===== config.mk =====
export PLATFORM = sky130hd
export DESIGN_NAME = fwsr_host
export DESIGN_NICKNAME = d
export VERILOG_FILES = /design/src/inc/fwsr_pkg.sv /design/src/fwsr_host.sv
export SDC_FILE = /design/constraint.sdc
export NUM_CORES = 1
export LEC_CHECK = 0
export ABC_AREA = 1
export BUFFER_PORTS_ARGS = -buffer_cell sky130_fd_sc_hd__buf_2
export CAP_MARGIN = 25
export CORE_ASPECT_RATIO = 2
export CORE_MARGIN = 2
export CORE_UTILIZATION = 55
export DETAILED_ROUTE_END_ITERATION = 10
export HOLD_SLACK_MARGIN = 0.08
export PLACE_DENSITY = 0.86
export SYNTH_ARGS = -nofsm -noshare
export SYNTH_HDL_FRONTEND = slang
export SYNTH_SLANG_ARGS = --single-unit

===== constraint.sdc =====
create_clock -name clk -period 3.7 [get_ports clk]
set_input_delay 0.555 -clock clk [delete_from_list [all_inputs] [get_ports clk]]
set_output_delay 0.555 -clock clk [all_outputs]
set_load 0.1 [all_outputs]

===== src/inc/fwsr_pkg.sv =====
package fwsr_pkg;
    localparam int          CLK_MHZ        = 40;
    localparam int          ADDR_W         = 22;
    localparam int          DATA_W         = 8;
    // Bus strobe timing, given in ns and rounded up to cycles
    localparam int          SETUP_NS       = 25;
    localparam int          STROBE_NS      = 100;
    localparam int          SETUP_CYC      = (SETUP_NS * CLK_MHZ + 999) / 1000;
    localparam int          STROBE_CYC     = (STROBE_NS * CLK_MHZ + 999) / 1000;
    localparam logic [3:0]  STROBE_CNT     = 4'(STROBE_CYC);
    localparam logic [3:0]  SETUP_CNT      = 4'(SETUP_CYC);
    // Field positions in the status byte
    localparam int          POLL_POS       = 7;
    localparam int          TOGGLE_ONE_POS = 6;
    localparam int          TIMEOUT_POS    = 5;
    localparam int          TOGGLE_TWO_POS = 2;
    localparam logic [7:0]  RESET_CMD      = 8'hF0;
    localparam logic [ADDR_W-1:0] ANY_ADDR = 22'h000000;

    typedef enum logic [1:0] {
        FWSR_MODE_TOGGLE = 2'b00,
        FWSR_MODE_POLL   = 2'b01
    } fwsr_mode_t;

    typedef enum logic [3:0] {
        FWSR_IDLE    = 4'b0000,
        FWSR_SETUP   = 4'b0001,
        FWSR_STROBE  = 4'b0010,
        FWSR_HOLD    = 4'b0011,
        FWSR_EVAL    = 4'b0100,
        FWSR_DONE    = 4'b0101,
        FWSR_FAIL    = 4'b0110
    } fwsr_state_t;

    typedef enum logic [1:0] {
        FWSR_STEP_FIRST  = 2'b00,
        FWSR_STEP_SECOND = 2'b01,
        FWSR_STEP_RECHK  = 2'b10,
        FWSR_STEP_RESET  = 2'b11
    } fwsr_step_t;
endpackage


===== src/fwsr_host.sv =====
`timescale 1ns/100ps
// Functional notes
// - Host drives the programmed address while reading polling status.
// - Host reads erase status at an address in a selected sector.
// - Bit 7 may turn to data early; host trusts only a later read.
// - Host reads full byte twice; unchanged toggle means done.
// - Toggling with timeout flag high: recheck, still toggling means reset.
// - Host restarts toggle check from the first read after leaving.
// - Host re-reads polling bit even after timeout flag is seen.
// - After timeout failure host writes reset F0; device returns to read.
module fwsr_host
    import fwsr_pkg::*;
(
    input  wire logic                clk,
    input  wire logic                rst_b,
    input  wire logic                start,
    input  wire logic                mode_poll,
    input  wire logic [ADDR_W-1:0]   status_addr,
    input  wire logic [DATA_W-1:0]   expect_data,
    input  wire logic                abort,
    input  wire logic [DATA_W-1:0]   dq_in,
    input  wire logic                ready_busy_n_out,
    output logic      [ADDR_W-1:0]   addr,
    output logic      [DATA_W-1:0]   dq_out,
    output logic                     dq_oe,
    output logic                     chip_sel_n,
    output logic                     out_strobe_n,
    output logic                     wr_strobe_n,
    output logic                     busy,
    output logic                     done,
    output logic                     fail,
    output logic      [DATA_W-1:0]   last_data,
    output logic                     device_ready
);
    fwsr_state_t        state;
    fwsr_step_t         step;
    fwsr_mode_t         mode;
    logic [3:0]         count;
    logic               is_write;
    logic [ADDR_W-1:0]  target;
    logic [DATA_W-1:0]  expect_q;
    logic [DATA_W-1:0]  dq_meta;
    logic [DATA_W-1:0]  dq_sync;
    logic               rb_meta;
    logic               rb_sync;
    logic [DATA_W-1:0]  first_byte;
    logic [DATA_W-1:0]  sampled;

    // Pins from the device are asynchronous to clk
    always_ff @(posedge clk or negedge rst_b) begin
        if (!rst_b) begin
            dq_meta <= 8'h00;
            dq_sync <= 8'h00;
            rb_meta <= 1'b1;
            rb_sync <= 1'b1;
        end else begin
            dq_meta <= dq_in;
            dq_sync <= dq_meta;
            rb_meta <= ready_busy_n_out;
            rb_sync <= rb_meta;
        end
    end

    always_ff @(posedge clk or negedge rst_b) begin
        if (!rst_b) begin
            device_ready <= 1'b1;
        end else begin
            device_ready <= rb_sync;
        end
    end

    always_ff @(posedge clk or negedge rst_b) begin
        if (!rst_b) begin
            state      <= FWSR_IDLE;
            step       <= FWSR_STEP_FIRST;
            mode       <= FWSR_MODE_TOGGLE;
            count      <= 4'h0;
            is_write   <= 1'b0;
            target     <= ANY_ADDR;
            expect_q   <= 8'h00;
            first_byte <= 8'h00;
            sampled    <= 8'h00;
            busy       <= 1'b0;
            done       <= 1'b0;
            fail       <= 1'b0;
            last_data  <= 8'h00;
        end else begin
            done <= 1'b0;
            fail <= 1'b0;
            case (state)
                FWSR_IDLE: begin
                    // Start only after the command has been fully written
                    if (start) begin
                        mode     <= mode_poll ? FWSR_MODE_POLL : FWSR_MODE_TOGGLE;
                        target   <= status_addr;
                        expect_q <= expect_data;
                        step     <= FWSR_STEP_FIRST;
                        is_write <= 1'b0;
                        busy     <= 1'b1;
                        count    <= SETUP_CNT;
                        state    <= FWSR_SETUP;
                    end
                end
                FWSR_SETUP: begin
                    if (count > 4'h1) begin
                        count <= count - 4'h1;
                    end else begin
                        count <= STROBE_CNT;
                        state <= FWSR_STROBE;
                    end
                end
                FWSR_STROBE: begin
                    if (count > 4'h1) begin
                        count <= count - 4'h1;
                    end else begin
                        // Sample late in the strobe, data is two flops behind
                        sampled <= dq_sync;
                        count   <= SETUP_CNT;
                        state   <= FWSR_HOLD;
                    end
                end
                FWSR_HOLD: begin
                    if (count > 4'h1) begin
                        count <= count - 4'h1;
                    end else if (is_write) begin
                        fail  <= 1'b1;
                        busy  <= 1'b0;
                        state <= FWSR_IDLE;
                    end else begin
                        state <= FWSR_EVAL;
                    end
                end
                FWSR_EVAL: begin
                    last_data <= sampled;
                    count     <= SETUP_CNT;
                    state     <= FWSR_SETUP;
                    if (abort) begin
                        // Leaving the loop; next start begins at the first read
                        busy  <= 1'b0;
                        state <= FWSR_IDLE;
                    end else if (mode == FWSR_MODE_POLL) begin
                        if (sampled[POLL_POS] == expect_q[POLL_POS]) begin
                            // Bit 7 may lead the rest; read once more for data
                            if (step == FWSR_STEP_SECOND) begin
                                state <= FWSR_DONE;
                            end else begin
                                step <= FWSR_STEP_SECOND;
                            end
                        end else if (sampled[TIMEOUT_POS]) begin
                            if (step == FWSR_STEP_RECHK) begin
                                step     <= FWSR_STEP_RESET;
                                is_write <= 1'b1;
                                target   <= ANY_ADDR;
                            end else begin
                                step <= FWSR_STEP_RECHK;
                            end
                        end else begin
                            // A miss breaks the run of matching reads
                            step <= FWSR_STEP_FIRST;
                        end
                    end else begin
                        case (step)
                            FWSR_STEP_FIRST: begin
                                first_byte <= sampled;
                                step       <= FWSR_STEP_SECOND;
                            end
                            FWSR_STEP_SECOND, FWSR_STEP_RECHK: begin
                                first_byte <= sampled;
                                if (sampled[TOGGLE_ONE_POS] == first_byte[TOGGLE_ONE_POS]) begin
                                    state <= FWSR_DONE;
                                end else if (step == FWSR_STEP_RECHK) begin
                                    step     <= FWSR_STEP_RESET;
                                    is_write <= 1'b1;
                                    target   <= ANY_ADDR;
                                end else if (sampled[TIMEOUT_POS]) begin
                                    step <= FWSR_STEP_RECHK;
                                end
                            end
                            default: begin
                                state <= FWSR_IDLE;
                            end
                        endcase
                    end
                end
                FWSR_DONE: begin
                    done  <= 1'b1;
                    busy  <= 1'b0;
                    state <= FWSR_IDLE;
                end
                default: begin
                    busy  <= 1'b0;
                    state <= FWSR_IDLE;
                end
            endcase
        end
    end

    // Pin drive registered so strobes never glitch
    always_ff @(posedge clk or negedge rst_b) begin
        if (!rst_b) begin
            addr         <= ANY_ADDR;
            dq_out       <= 8'h00;
            dq_oe        <= 1'b0;
            chip_sel_n   <= 1'b1;
            out_strobe_n <= 1'b1;
            wr_strobe_n  <= 1'b1;
        end else begin
            addr         <= target;
            dq_out       <= RESET_CMD;
            dq_oe        <= is_write && (state != FWSR_IDLE);
            chip_sel_n   <= !(state == FWSR_SETUP || state == FWSR_STROBE
                              || state == FWSR_HOLD);
            out_strobe_n <= !(state == FWSR_STROBE && !is_write);
            wr_strobe_n  <= !(state == FWSR_STROBE && is_write);
        end
    end
endmodule // fwsr_host


==> impl_metrics.json, run 1 <==
{
  "drc": 0,
  "viasPerCell": 5.19,
  "setup-tns-final_ps": 0,
  "start_util_pct": 56.8,
  "netlist_area_sq_um": 3910,
  "core_sq_um": 6890,
  "num_antenna_cells": 0,
  "layout.nets": 517,
  "drv_slew": 0,
  "reg2reg_depth": 7,
  "first_global_vias": 2795,
  "cts_root_buf": "clkbuf_16",
  "first_pass_iters": 4,
  "dieArea_sq_um": 7840,
  "min_period_over_period_pct": 68.1,
  "avgRoutedWirePerCell_microns": 13.6,
  "synthTopCellsByArea": "dfrtp_1 60%, nand2_1 12%, dfstp_2 4.0%",
  "ys_seq_area_share_pct": 64.2,
  "cp-start-kind": "flip-flop",
  "insertion_delay_ps": 340,
  "required_ps": 3930,
  "drt_iter0_markers": 221,
  "drive_above_1_share_pct": 23.6,
  "cp-end-kind": "flip-flop",
  "crit_slowest_cell": "nand2_2",
  "grt_pass1_wl_microns": 12400,
  "synth_top_area_share_pct": 60.1,
  "vias": 2910,
  "port_buffers": 78,
  "synth.avg_cell_area_sq_um": 10.0,
  "clkSinkCount": 100,
  "ys_ff_latch": 100,
  "die_h_microns": 123,
  "synthTopCellsByCount": "122 x nand2_1, 94 x dfrtp_1, 30 x inv_1",
  "crit_arrival_ps": 2740,
  "path_max_fanout": 40,
  "critPathMaxStageDelay_ps": 540,
  "crit_chain": "nor2_4, nand2_2, nor2_1, nor2_4, nand3_4, nand2_1, nand2_1",
  "synth_edf_count": 0,
  "rows": 43,
  "routabilityCongestion": 0.805,
  "hold_buffers": 0,
  "synthArstFlopShare_pct": 100,
  "antenna_left": 0,
  "timing.final.setup_violations": 0,
  "grt_max_degree": 41,
  "max_freq_ghz": 0.397,
  "pre_cts_ws_ps": 1190,
  "path_delay_family": "simple AND/OR/NAND/NOR gates",
  "grt_util_met2_pct": 37.9,
  "worstSetupPathType": "flip-flop to flip-flop",
  "status": "finished clean",
  "yosysMostFrequentCell": "nand2_1",
  "htreeDepth": 3,
  "rsz0062_at_grt": "false",
  "grtUsageTotal_pct": 21.0,
  "top_usage_layer": "met2",
  "maxSlewHeadroom_pct": 52.3,
  "ys.flop_type": "dfrtp_1",
  "routed_wl_microns": 7600,
  "die_w_microns": 63.6,
  "postSynthCellCount": 390,
  "use_met1_pct": 21.8,
  "finalHoldViolCount": 0,
  "met3_usage_pct": 5.00,
  "syn2layout_area_growth_pct": 17.9,
  "cap_violations": 0,
  "yosys.area.top_type": "dfrtp_1",
  "worst-path-buf-inv": 0,
  "synth.distinct_cells": 24,
  "clock_skew_ps": 9.11,
  "antenna_found_initial": 0,
  "worst_pin_slew_ps": 713,
  "worstSetupPathDepth": 7,
  "overflow": 0,
  "ctsResizeCount": 0,
  "ys_warn_count": 0,
  "finalCriticalPeriod_ps": 2520,
  "cts_buffers": 9,
  "dp_hpwl_microns": 5350,
  "clk_pin_slew_ps": 60,
  "clockBufferDepth": 2,
  "top_level_ports": 90,
  "hold_path.class": "primary input to async pin",
  "cts_tree": "yes",
  "num-fill-cells": 582,
  "fin_ws_ps": 1180,
  "post_cts.repair.setup_buffers": 0
}
layout make-up:
class	count	area, sq um	share of cell area [%]
flip-flops and latches	100	2510	54.4
multi-input cells	242	1150	25.0
repair buffers	80	408	8.85
clock buffers	13	260	5.64
inverters	33	124	2.69
well taps	90	113	2.44
clock inverters	3	43.8	0.950
metal layers:
metal	share of wire (%)	wire length [microns]
met1	36	2740
met2	55	4220
met3	4.9	370
met4	3.6	275
met5	0	0
placed cells by master (no fill, tap or decap):
| master | instances |
|---|---|
| a21oi_1 | 9 |
| and2_1 | 1 |
| buf_2 | 77 |
| buf_4 | 3 |
| bufinv_16 | 1 |
| clkbuf_1 | 2 |
| clkbuf_16 | 9 |
| clkbuf_8 | 2 |
| clkinv_2 | 1 |
| conb_1 | 5 |
| dfrtp_1 | 94 |
| dfstp_2 | 6 |
| ha_1 | 7 |
| inv_1 | 30 |
| inv_2 | 3 |
| inv_6 | 1 |
| nand2_1 | 122 |
| nand2_2 | 2 |
| nand2_4 | 1 |
| nand3_1 | 19 |
| nand3_2 | 1 |
| nand3_4 | 1 |
| nand4_1 | 23 |
| nor2_1 | 28 |
| nor2_4 | 3 |
| nor3_1 | 2 |
| o21ai_0 | 14 |
| o21ai_1 | 2 |
| xnor2_1 | 2 |
through the flow:
stage | hold slack, ps | util (%) | instances | instance area, sq um
detailed placement | 336 | 62.5 | 545 | 4310
global placement | 332 | 62.5 | 545 | 4310
floorplan | 259 | - | 393 | 3920
finish | 146 | 67.0 | 561 | 4610
CTS | 165 | 67.0 | 561 | 4610
global route | 182 | 67.0 | 561 | 4610
logic make-up after synthesis:
group,share of synthesized area (%)
simple gates,23.1
flops,64.2
buf+inv,6.65
compound gates,3.20
fa+ha+maj,2.24
xor+xnor,0.448
other cells,0.192
final timing paths:
path	startpoint	endpoint	slack [ps]
setup / recovery	state[1]$_DFFE_PN0P_	target[21]$_DFFE_PN0P_	1180
hold / removal	rst_b	count[0]$_DFFE_PN0P_	150
setup reg to reg	state[1]$_DFFE_PN0P_	target[21]$_DFFE_PN0P_	1180
hold reg to reg	dq_meta[3]$_DFF_PN0_	dq_sync[3]$_DFF_PN0_	350
max in group asynchronous	rst_b	target[19]$_DFFE_PN0P_	2710
min in group clk	ready_busy_n_out	rb_meta$_DFF_PN1_	310
sequential cells by signal, summed over array words and instances, names as in the netlist, 3 cells and up:
signal	flops
dq_sync	8
addr	22
dq_meta	8
count	4
last_data	8
sampled	8
state	3
target	22
worst register-to-register path, cell delays in order (launching register included):
cell,delay [ps]
dfrtp_1,460
nor2_4,100
nand2_2,540
nor2_1,170
nor2_4,530
nand3_4,370
nand2_1,160
nand2_1,70
Power of run 1 is left out: the tool's default activity adds up to more than one toggle a clock period on the data nets, which glitch-free logic cannot reach.
==> run 2: changes to the inputs <==
--- a/config.mk
+++ b/config.mk
@@ -5,15 +5,15 @@
 export SDC_FILE = /design/constraint.sdc
 export NUM_CORES = 1
 export LEC_CHECK = 0
-export ABC_AREA = 1
+export ABC_AREA = 0
 export BUFFER_PORTS_ARGS = -buffer_cell sky130_fd_sc_hd__buf_2
 export CAP_MARGIN = 25
 export CORE_ASPECT_RATIO = 2
 export CORE_MARGIN = 2
-export CORE_UTILIZATION = 55
+export CORE_UTILIZATION = 48
 export DETAILED_ROUTE_END_ITERATION = 10
 export HOLD_SLACK_MARGIN = 0.08
-export PLACE_DENSITY = 0.86
+export PLACE_DENSITY = 0.8
 export SYNTH_ARGS = -nofsm -noshare
 export SYNTH_HDL_FRONTEND = slang
 export SYNTH_SLANG_ARGS = --single-unit
==> constraint.sdc (replaced) <==
create_clock -name clk -period 2.3 [get_ports clk]
set_input_delay 0.345 -clock clk [delete_from_list [all_inputs] [get_ports clk]]
set_output_delay 0.345 -clock clk [all_outputs]
set_load 0.1 [all_outputs]
==> run 2 against run 1 <==
Synthesized cell count down 21%. Worst setup slack worse by 840 ps. Clock-buffer cell count down 2. Via count down 15%. Area after synthesis down 3.2%. Largest cell class unchanged. Fmax up 29%. Final cell count down 13%. Critical path type unchanged.
==> impl_metrics.json, run 2 <==
{
  "status": "finished clean",
  "num-fill-cells": 649,
  "grt_pass1_wl_microns": 11500,
  "synth.distinct_cells": 48,
  "cts_tree": "yes",
  "routabilityCongestion": 0.824,
  "met3_usage_pct": 3.13,
  "drv_slew": 0,
  "ctsResizeCount": 0,
  "first_global_vias": 2486,
  "drive_above_1_share_pct": 32.7,
  "use_met1_pct": 20.0,
  "finalHoldViolCount": 0,
  "ys_seq_area_share_pct": 66.3,
  "first_pass_iters": 4,
  "worstSetupPathType": "flip-flop to flip-flop",
  "clockBufferDepth": 2,
  "postSynthCellCount": 308,
  "clkSinkCount": 100,
  "yosysMostFrequentCell": "dfrtp_1",
  "cts_root_buf": "clkbuf_16",
  "viasPerCell": 5.09,
  "synth_edf_count": 0,
  "path_max_fanout": 8,
  "vias": 2484,
  "top_usage_layer": "met2",
  "die_h_microns": 130,
  "finalCriticalPeriod_ps": 1950,
  "yosys.area.top_type": "dfrtp_1",
  "synthArstFlopShare_pct": 100,
  "clk_pin_slew_ps": 60,
  "synth.avg_cell_area_sq_um": 12.3,
  "dieArea_sq_um": 8650,
  "dp_hpwl_microns": 5040,
  "cap_violations": 0,
  "overflow": 0,
  "die_w_microns": 66.8,
  "required_ps": 2520,
  "maxSlewHeadroom_pct": 65.7,
  "port_buffers": 78,
  "core_sq_um": 7600,
  "grt_max_degree": 74,
  "min_period_over_period_pct": 85.0,
  "grt_util_met2_pct": 31.8,
  "num_antenna_cells": 0,
  "grtUsageTotal_pct": 18.2,
  "setup-tns-final_ps": 0,
  "register_area_sq_um": 2510,
  "antenna_found_initial": 0,
  "ys.flop_type": "dfrtp_1",
  "synthTopCellsByCount": "94 x dfrtp_1, 49 x nor2_1, 27 x nor3_1",
  "multi_input_area_sq_um": 1100,
  "synth_top_area_share_pct": 62.1,
  "worstHoldPathCells": 1,
  "ys_warn_count": 0,
  "drt_iter0_markers": 225,
  "reg2reg_depth": 7,
  "worst_pin_slew_ps": 507,
  "drc": 0,
  "top_level_ports": 90,
  "rsz0062_at_grt": "false",
  "top_regs": "addr: 22 flops, target: 22 flops",
  "max_freq_ghz": 0.512,
  "clock_skew_ps": 6.02,
  "start_util_pct": 49.8,
  "cts_buffers": 9,
  "layout.cells.most_common_list": "94 x dfrtp_1, 77 x buf_2, 49 x nor2_1",
  "cp-end-kind": "flip-flop",
  "insertion_delay_ps": 340,
  "crit_arrival_ps": 2170,
  "netlist_area_sq_um": 3780,
  "htreeDepth": 3,
  "rows": 45,
  "antenna_left": 0,
  "synthTopCellsByArea": "dfrtp_1 62%, mux2_2 5.4%, nor2_1 4.9%",
  "avgRoutedWirePerCell_microns": 14.7,
  "cp-start-kind": "flip-flop",
  "final_common_cell": "dfrtp_1",
  "hold_path.class": "primary input to flip-flop",
  "timing.final.setup_violations": 0,
  "syn2layout_area_growth_pct": 19.8,
  "layout.nets": 440,
  "ys_ff_latch": 100,
  "routed_wl_microns": 7160
}
==> run 2: critical path, cell delays in order, from the launching register on <==
cell and delay [ps]:
dfrtp_1 440, inv_1 90, ha_1 230, nor2_1 260, nor3_1 100, buf_4 160, nand2_2 190, mux2_2 370
==> run 2: final timing paths <==
kind,startpoint,slack (ps),end
max,count[0]$_DFFE_PN0P_,350,sampled[7]$_DFFE_PN0P_
max reg2reg,count[0]$_DFFE_PN0P_,350,sampled[7]$_DFFE_PN0P_
max in group asynchronous,rst_b,1120,rb_meta$_DFF_PN1_
min,dq_in[2],110,dq_meta[2]$_DFF_PN0_
min reg2reg,dq_meta[1]$_DFF_PN0_,350,dq_sync[1]$_DFF_PN0_
min in group asynchronous,rst_b,460,dq_meta[0]$_DFF_PN0_
==> run 2: per-layer routing <==
layer / wire, microns / vias to the layer above
li1: - / 1188
met1: 2570 / 1210
met2: 4070 / 64
met3: 238 / 22
met4: 282 / 0
met5: 0 / -
==> run 2: kinds of logic (layout without fill, tap and decap cells) <==
logic type,count (synthesis),in the layout,synth area share (%)
AOI/OAI and AO/OA,35,35,6.02
xor gates and xnor gates,3,3,0.694
adders and majority gates,7,7,2.31
buffers and inverters,30,113,4.93
DFF,100,100,66.3
muxes,18,18,5.36
other,2,5,0.198
and+or+nand+nor,113,113,14.2
==> run 2: area by class of cell <==
| type | count | share of cell area, % |
|---|---|---|
| inverters | 10 | 0.828 |
| multi-input cells | 181 | 24.2 |
| well taps | 94 | 2.59 |
| clock buffers | 11 | 5.35 |
| clock inverters | 5 | 1.16 |
| repair buffers | 87 | 10.5 |
| flip-flops and latches | 100 | 55.3 |
==> run 2: per-stage QoR <==
stage	std cells	worst slack [ps]	util, %	hold slack (ps)	cell area, sq um
CTS	488	344	59.7	102	4540
finish	488	346	59.7	111	4540
global route	488	207	59.7	98.5	4540
detailed placement	471	357	55.7	285	4230
floorplan	311	598	-	49.4	3800
global placement	471	417	55.7	274	4230
==> run 2: timing repair <==
item	CTS	global route
setup buffers	0	0
setup endpoints to repair	0	0
hold buffers	1	0
endpoints found under the hold margin	24	0
Power of run 2 is left out for the same reason.
==> run 3: changes to the inputs <==
--- a/config.mk
+++ b/config.mk
@@ -5,15 +5,15 @@
 export SDC_FILE = /design/constraint.sdc
 export NUM_CORES = 1
 export LEC_CHECK = 0
-export ABC_AREA = 0
+export ABC_AREA = 1
 export BUFFER_PORTS_ARGS = -buffer_cell sky130_fd_sc_hd__buf_2
 export CAP_MARGIN = 25
 export CORE_ASPECT_RATIO = 2
 export CORE_MARGIN = 2
-export CORE_UTILIZATION = 48
+export CORE_UTILIZATION = 53
 export DETAILED_ROUTE_END_ITERATION = 10
 export HOLD_SLACK_MARGIN = 0.08
-export PLACE_DENSITY = 0.8
+export PLACE_DENSITY = 0.84
 export SYNTH_ARGS = -nofsm -noshare
 export SYNTH_HDL_FRONTEND = slang
 export SYNTH_SLANG_ARGS = --single-unit
==> constraint.sdc (replaced) <==
create_clock -name clk -period 2 [get_ports clk]
set_input_delay 0.3 -clock clk [delete_from_list [all_inputs] [get_ports clk]]
set_output_delay 0.3 -clock clk [all_outputs]
set_load 0.1 [all_outputs]
==> run 3 against run 2 <==
Core utilization is 6.7 points higher. Flip-flop and latch count stayed put. First-iteration DRC count is 32% higher. Non-clock buffer count is 5 higher. Wire length is 8.4% higher. Clock skew hardly changed. Global-route usage is 2.4 points higher. Via count is 17% higher. Critical path type unchanged. Critical endpoint is now target[13]$_DFFE_PN0P_.
==> impl_metrics.json, run 3 (synthesis gave the netlist of run 1 again) <==
{
  "drt_iter0_markers": 298,
  "path_delay_family": "simple AND/OR/NAND/NOR gates",
  "timing.final.setup_violations": 0,
  "clockBufferDepth": 2,
  "worstSetupPathType": "flip-flop to flip-flop",
  "rows": 44,
  "num-fill-cells": 550,
  "port_buffers": 78,
  "start_util_pct": 54.2,
  "drc": 0,
  "layout.cells.most_common_list": "121 x nand2_1, 94 x dfrtp_1, 77 x buf_2",
  "clkSinkCount": 100,
  "avgRoutedWirePerCell_microns": 13.5,
  "worstHoldPathCells": 3,
  "status": "finished clean",
  "dp_hpwl_microns": 5390,
  "critPathMaxStageDelay_ps": 470,
  "syn2layout_area_growth_pct": 22.4,
  "grt_pass1_wl_microns": 12800,
  "path_max_fanout": 22,
  "maxSlewHeadroom_pct": 62.6,
  "fin_ws_ps": 199,
  "antenna_left": 0,
  "die_w_microns": 64.7,
  "max_freq_ghz": 0.555,
  "htreeDepth": 3,
  "min_period_over_period_pct": 90.1,
  "first_pass_iters": 4,
  "cp-end-kind": "flip-flop",
  "pre_cts_ws_ps": 34.3,
  "clk_pin_slew_ps": 70,
  "worst-path-buf-inv": 0,
  "crit_chain": "nor2_4, nand3_1, nor2_1, nor2_4, nand3_4, nand2_1, nand2_1",
  "first_global_vias": 2933,
  "rrSetupSlack_ps": 200,
  "rsz0062_at_grt": "false",
  "top_level_ports": 90,
  "top_regs": "addr: 22 flops, target: 22 flops",
  "min-delay-start": "expect_data[7]",
  "reg2reg_depth": 7,
  "overflow": 0,
  "layout.nets": 530,
  "cts_root_buf": "clkbuf_16",
  "drv_slew": 0,
  "cap_violations": 0,
  "clock_skew_ps": 6.39,
  "hold_path.class": "primary input to flip-flop",
  "routed_wl_microns": 7760,
  "core_sq_um": 7210,
  "required_ps": 2270,
  "vias": 2911,
  "cp-start-kind": "flip-flop",
  "die_h_microns": 125,
  "cts_tree": "yes",
  "finalHoldViolCount": 0,
  "finalCriticalPeriod_ps": 1800,
  "routabilityCongestion": 0.830,
  "grt_max_degree": 101,
  "viasPerCell": 5.05,
  "instances_no_fill": 576,
  "insertion_delay_ps": 340,
  "crit_slowest_cell": "dfrtp_1",
  "dieArea_sq_um": 8120,
  "final_common_cell": "nand2_1",
  "min_delay_worst_endpoint": "expect_q[7]$_DFFE_PN0P_",
  "drive_above_1_share_pct": 24.2,
  "antenna_found_initial": 0,
  "cts_buffers": 9,
  "r2r_end": "target[13]$_DFFE_PN0P_",
  "reg2reg_from": "state[1]$_DFFE_PN0P_",
  "num_antenna_cells": 0,
  "dpl.cell_count": 549,
  "setup-tns-final_ps": 0,
  "crit_arrival_ps": 2070,
  "grtUsageTotal_pct": 20.6,
  "worst_pin_slew_ps": 561
}
-- run 3: worst max path at each step --
stage	startpoint	to	slack, ps	cells past startpoint
finish	state[1]$_DFFE_PN0P_	target[13]$_DFFE_PN0P_	200	7
global route	mode[0]$_DFFE_PN0P_	target[21]$_DFFE_PN0P_	7	7
CTS	sampled[6]$_DFFE_PN0P_	target[13]$_DFFE_PN0P_	20	8
detailed placement	mode[0]$_DFFE_PN0P_	target[8]$_DFFE_PN0P_	30	7
global placement	mode[0]$_DFFE_PN0P_	target[13]$_DFFE_PN0P_	90	7
floorplan	dq_out[4]$_DFF_PN0_	dq_out[5]	340	1
-- run 3: stage by stage --
step | hold WS, ps | util, % | cell area [sq um]
5_1_grt | 194 | 66.4 | 4790
3_5_place_dp | 337 | 60.1 | 4340
4_1_cts | 180 | 66.1 | 4770
3_3_place_gp | 332 | 60.1 | 4340
6_report | 187 | 66.4 | 4790
2_1_floorplan | 4.41 | - | 3920
-- run 3: worst reg2reg max path, stage by stage, from the launching register on --
cell	delay, ps
dfrtp_1	470
nor2_4	240
nand3_1	130
nor2_1	300
nor2_4	160
nand3_4	260
nand2_1	90
nand2_1	70
-- run 3: final cells by class --
| class | instances | area, sq um | share of cell area [%] |
|---|---|---|---|
| timing repair buffer | 92 | 543 | 11.3 |
| multi-input combinational | 243 | 1160 | 24.3 |
| clock inverter | 6 | 93.8 | 1.96 |
| inverter | 33 | 124 | 2.59 |
| clock buffer | 10 | 239 | 4.99 |
| tap | 92 | 115 | 2.41 |
| sequential | 100 | 2510 | 52.4 |
-- run 3: layer usage --
layer,vias to the layer above,global-route usage (%),share of wire (%)
met5,-,0,0
met4,0,11.4,3.1
met3,24,4.77,3.8
met2,95,37.2,58
met1,1384,21.2,35
li1,1408,-,-
-- run 3: timing repair --
action                                 in CTS  in global routing
setup endpoints to repair                   0                 22
resized for setup                           0                  3
hold buffers                               10                  0
endpoints found under the hold margin     103                  0
buffers inserted                            0                  0
Power of run 3 is left out for the same reason.
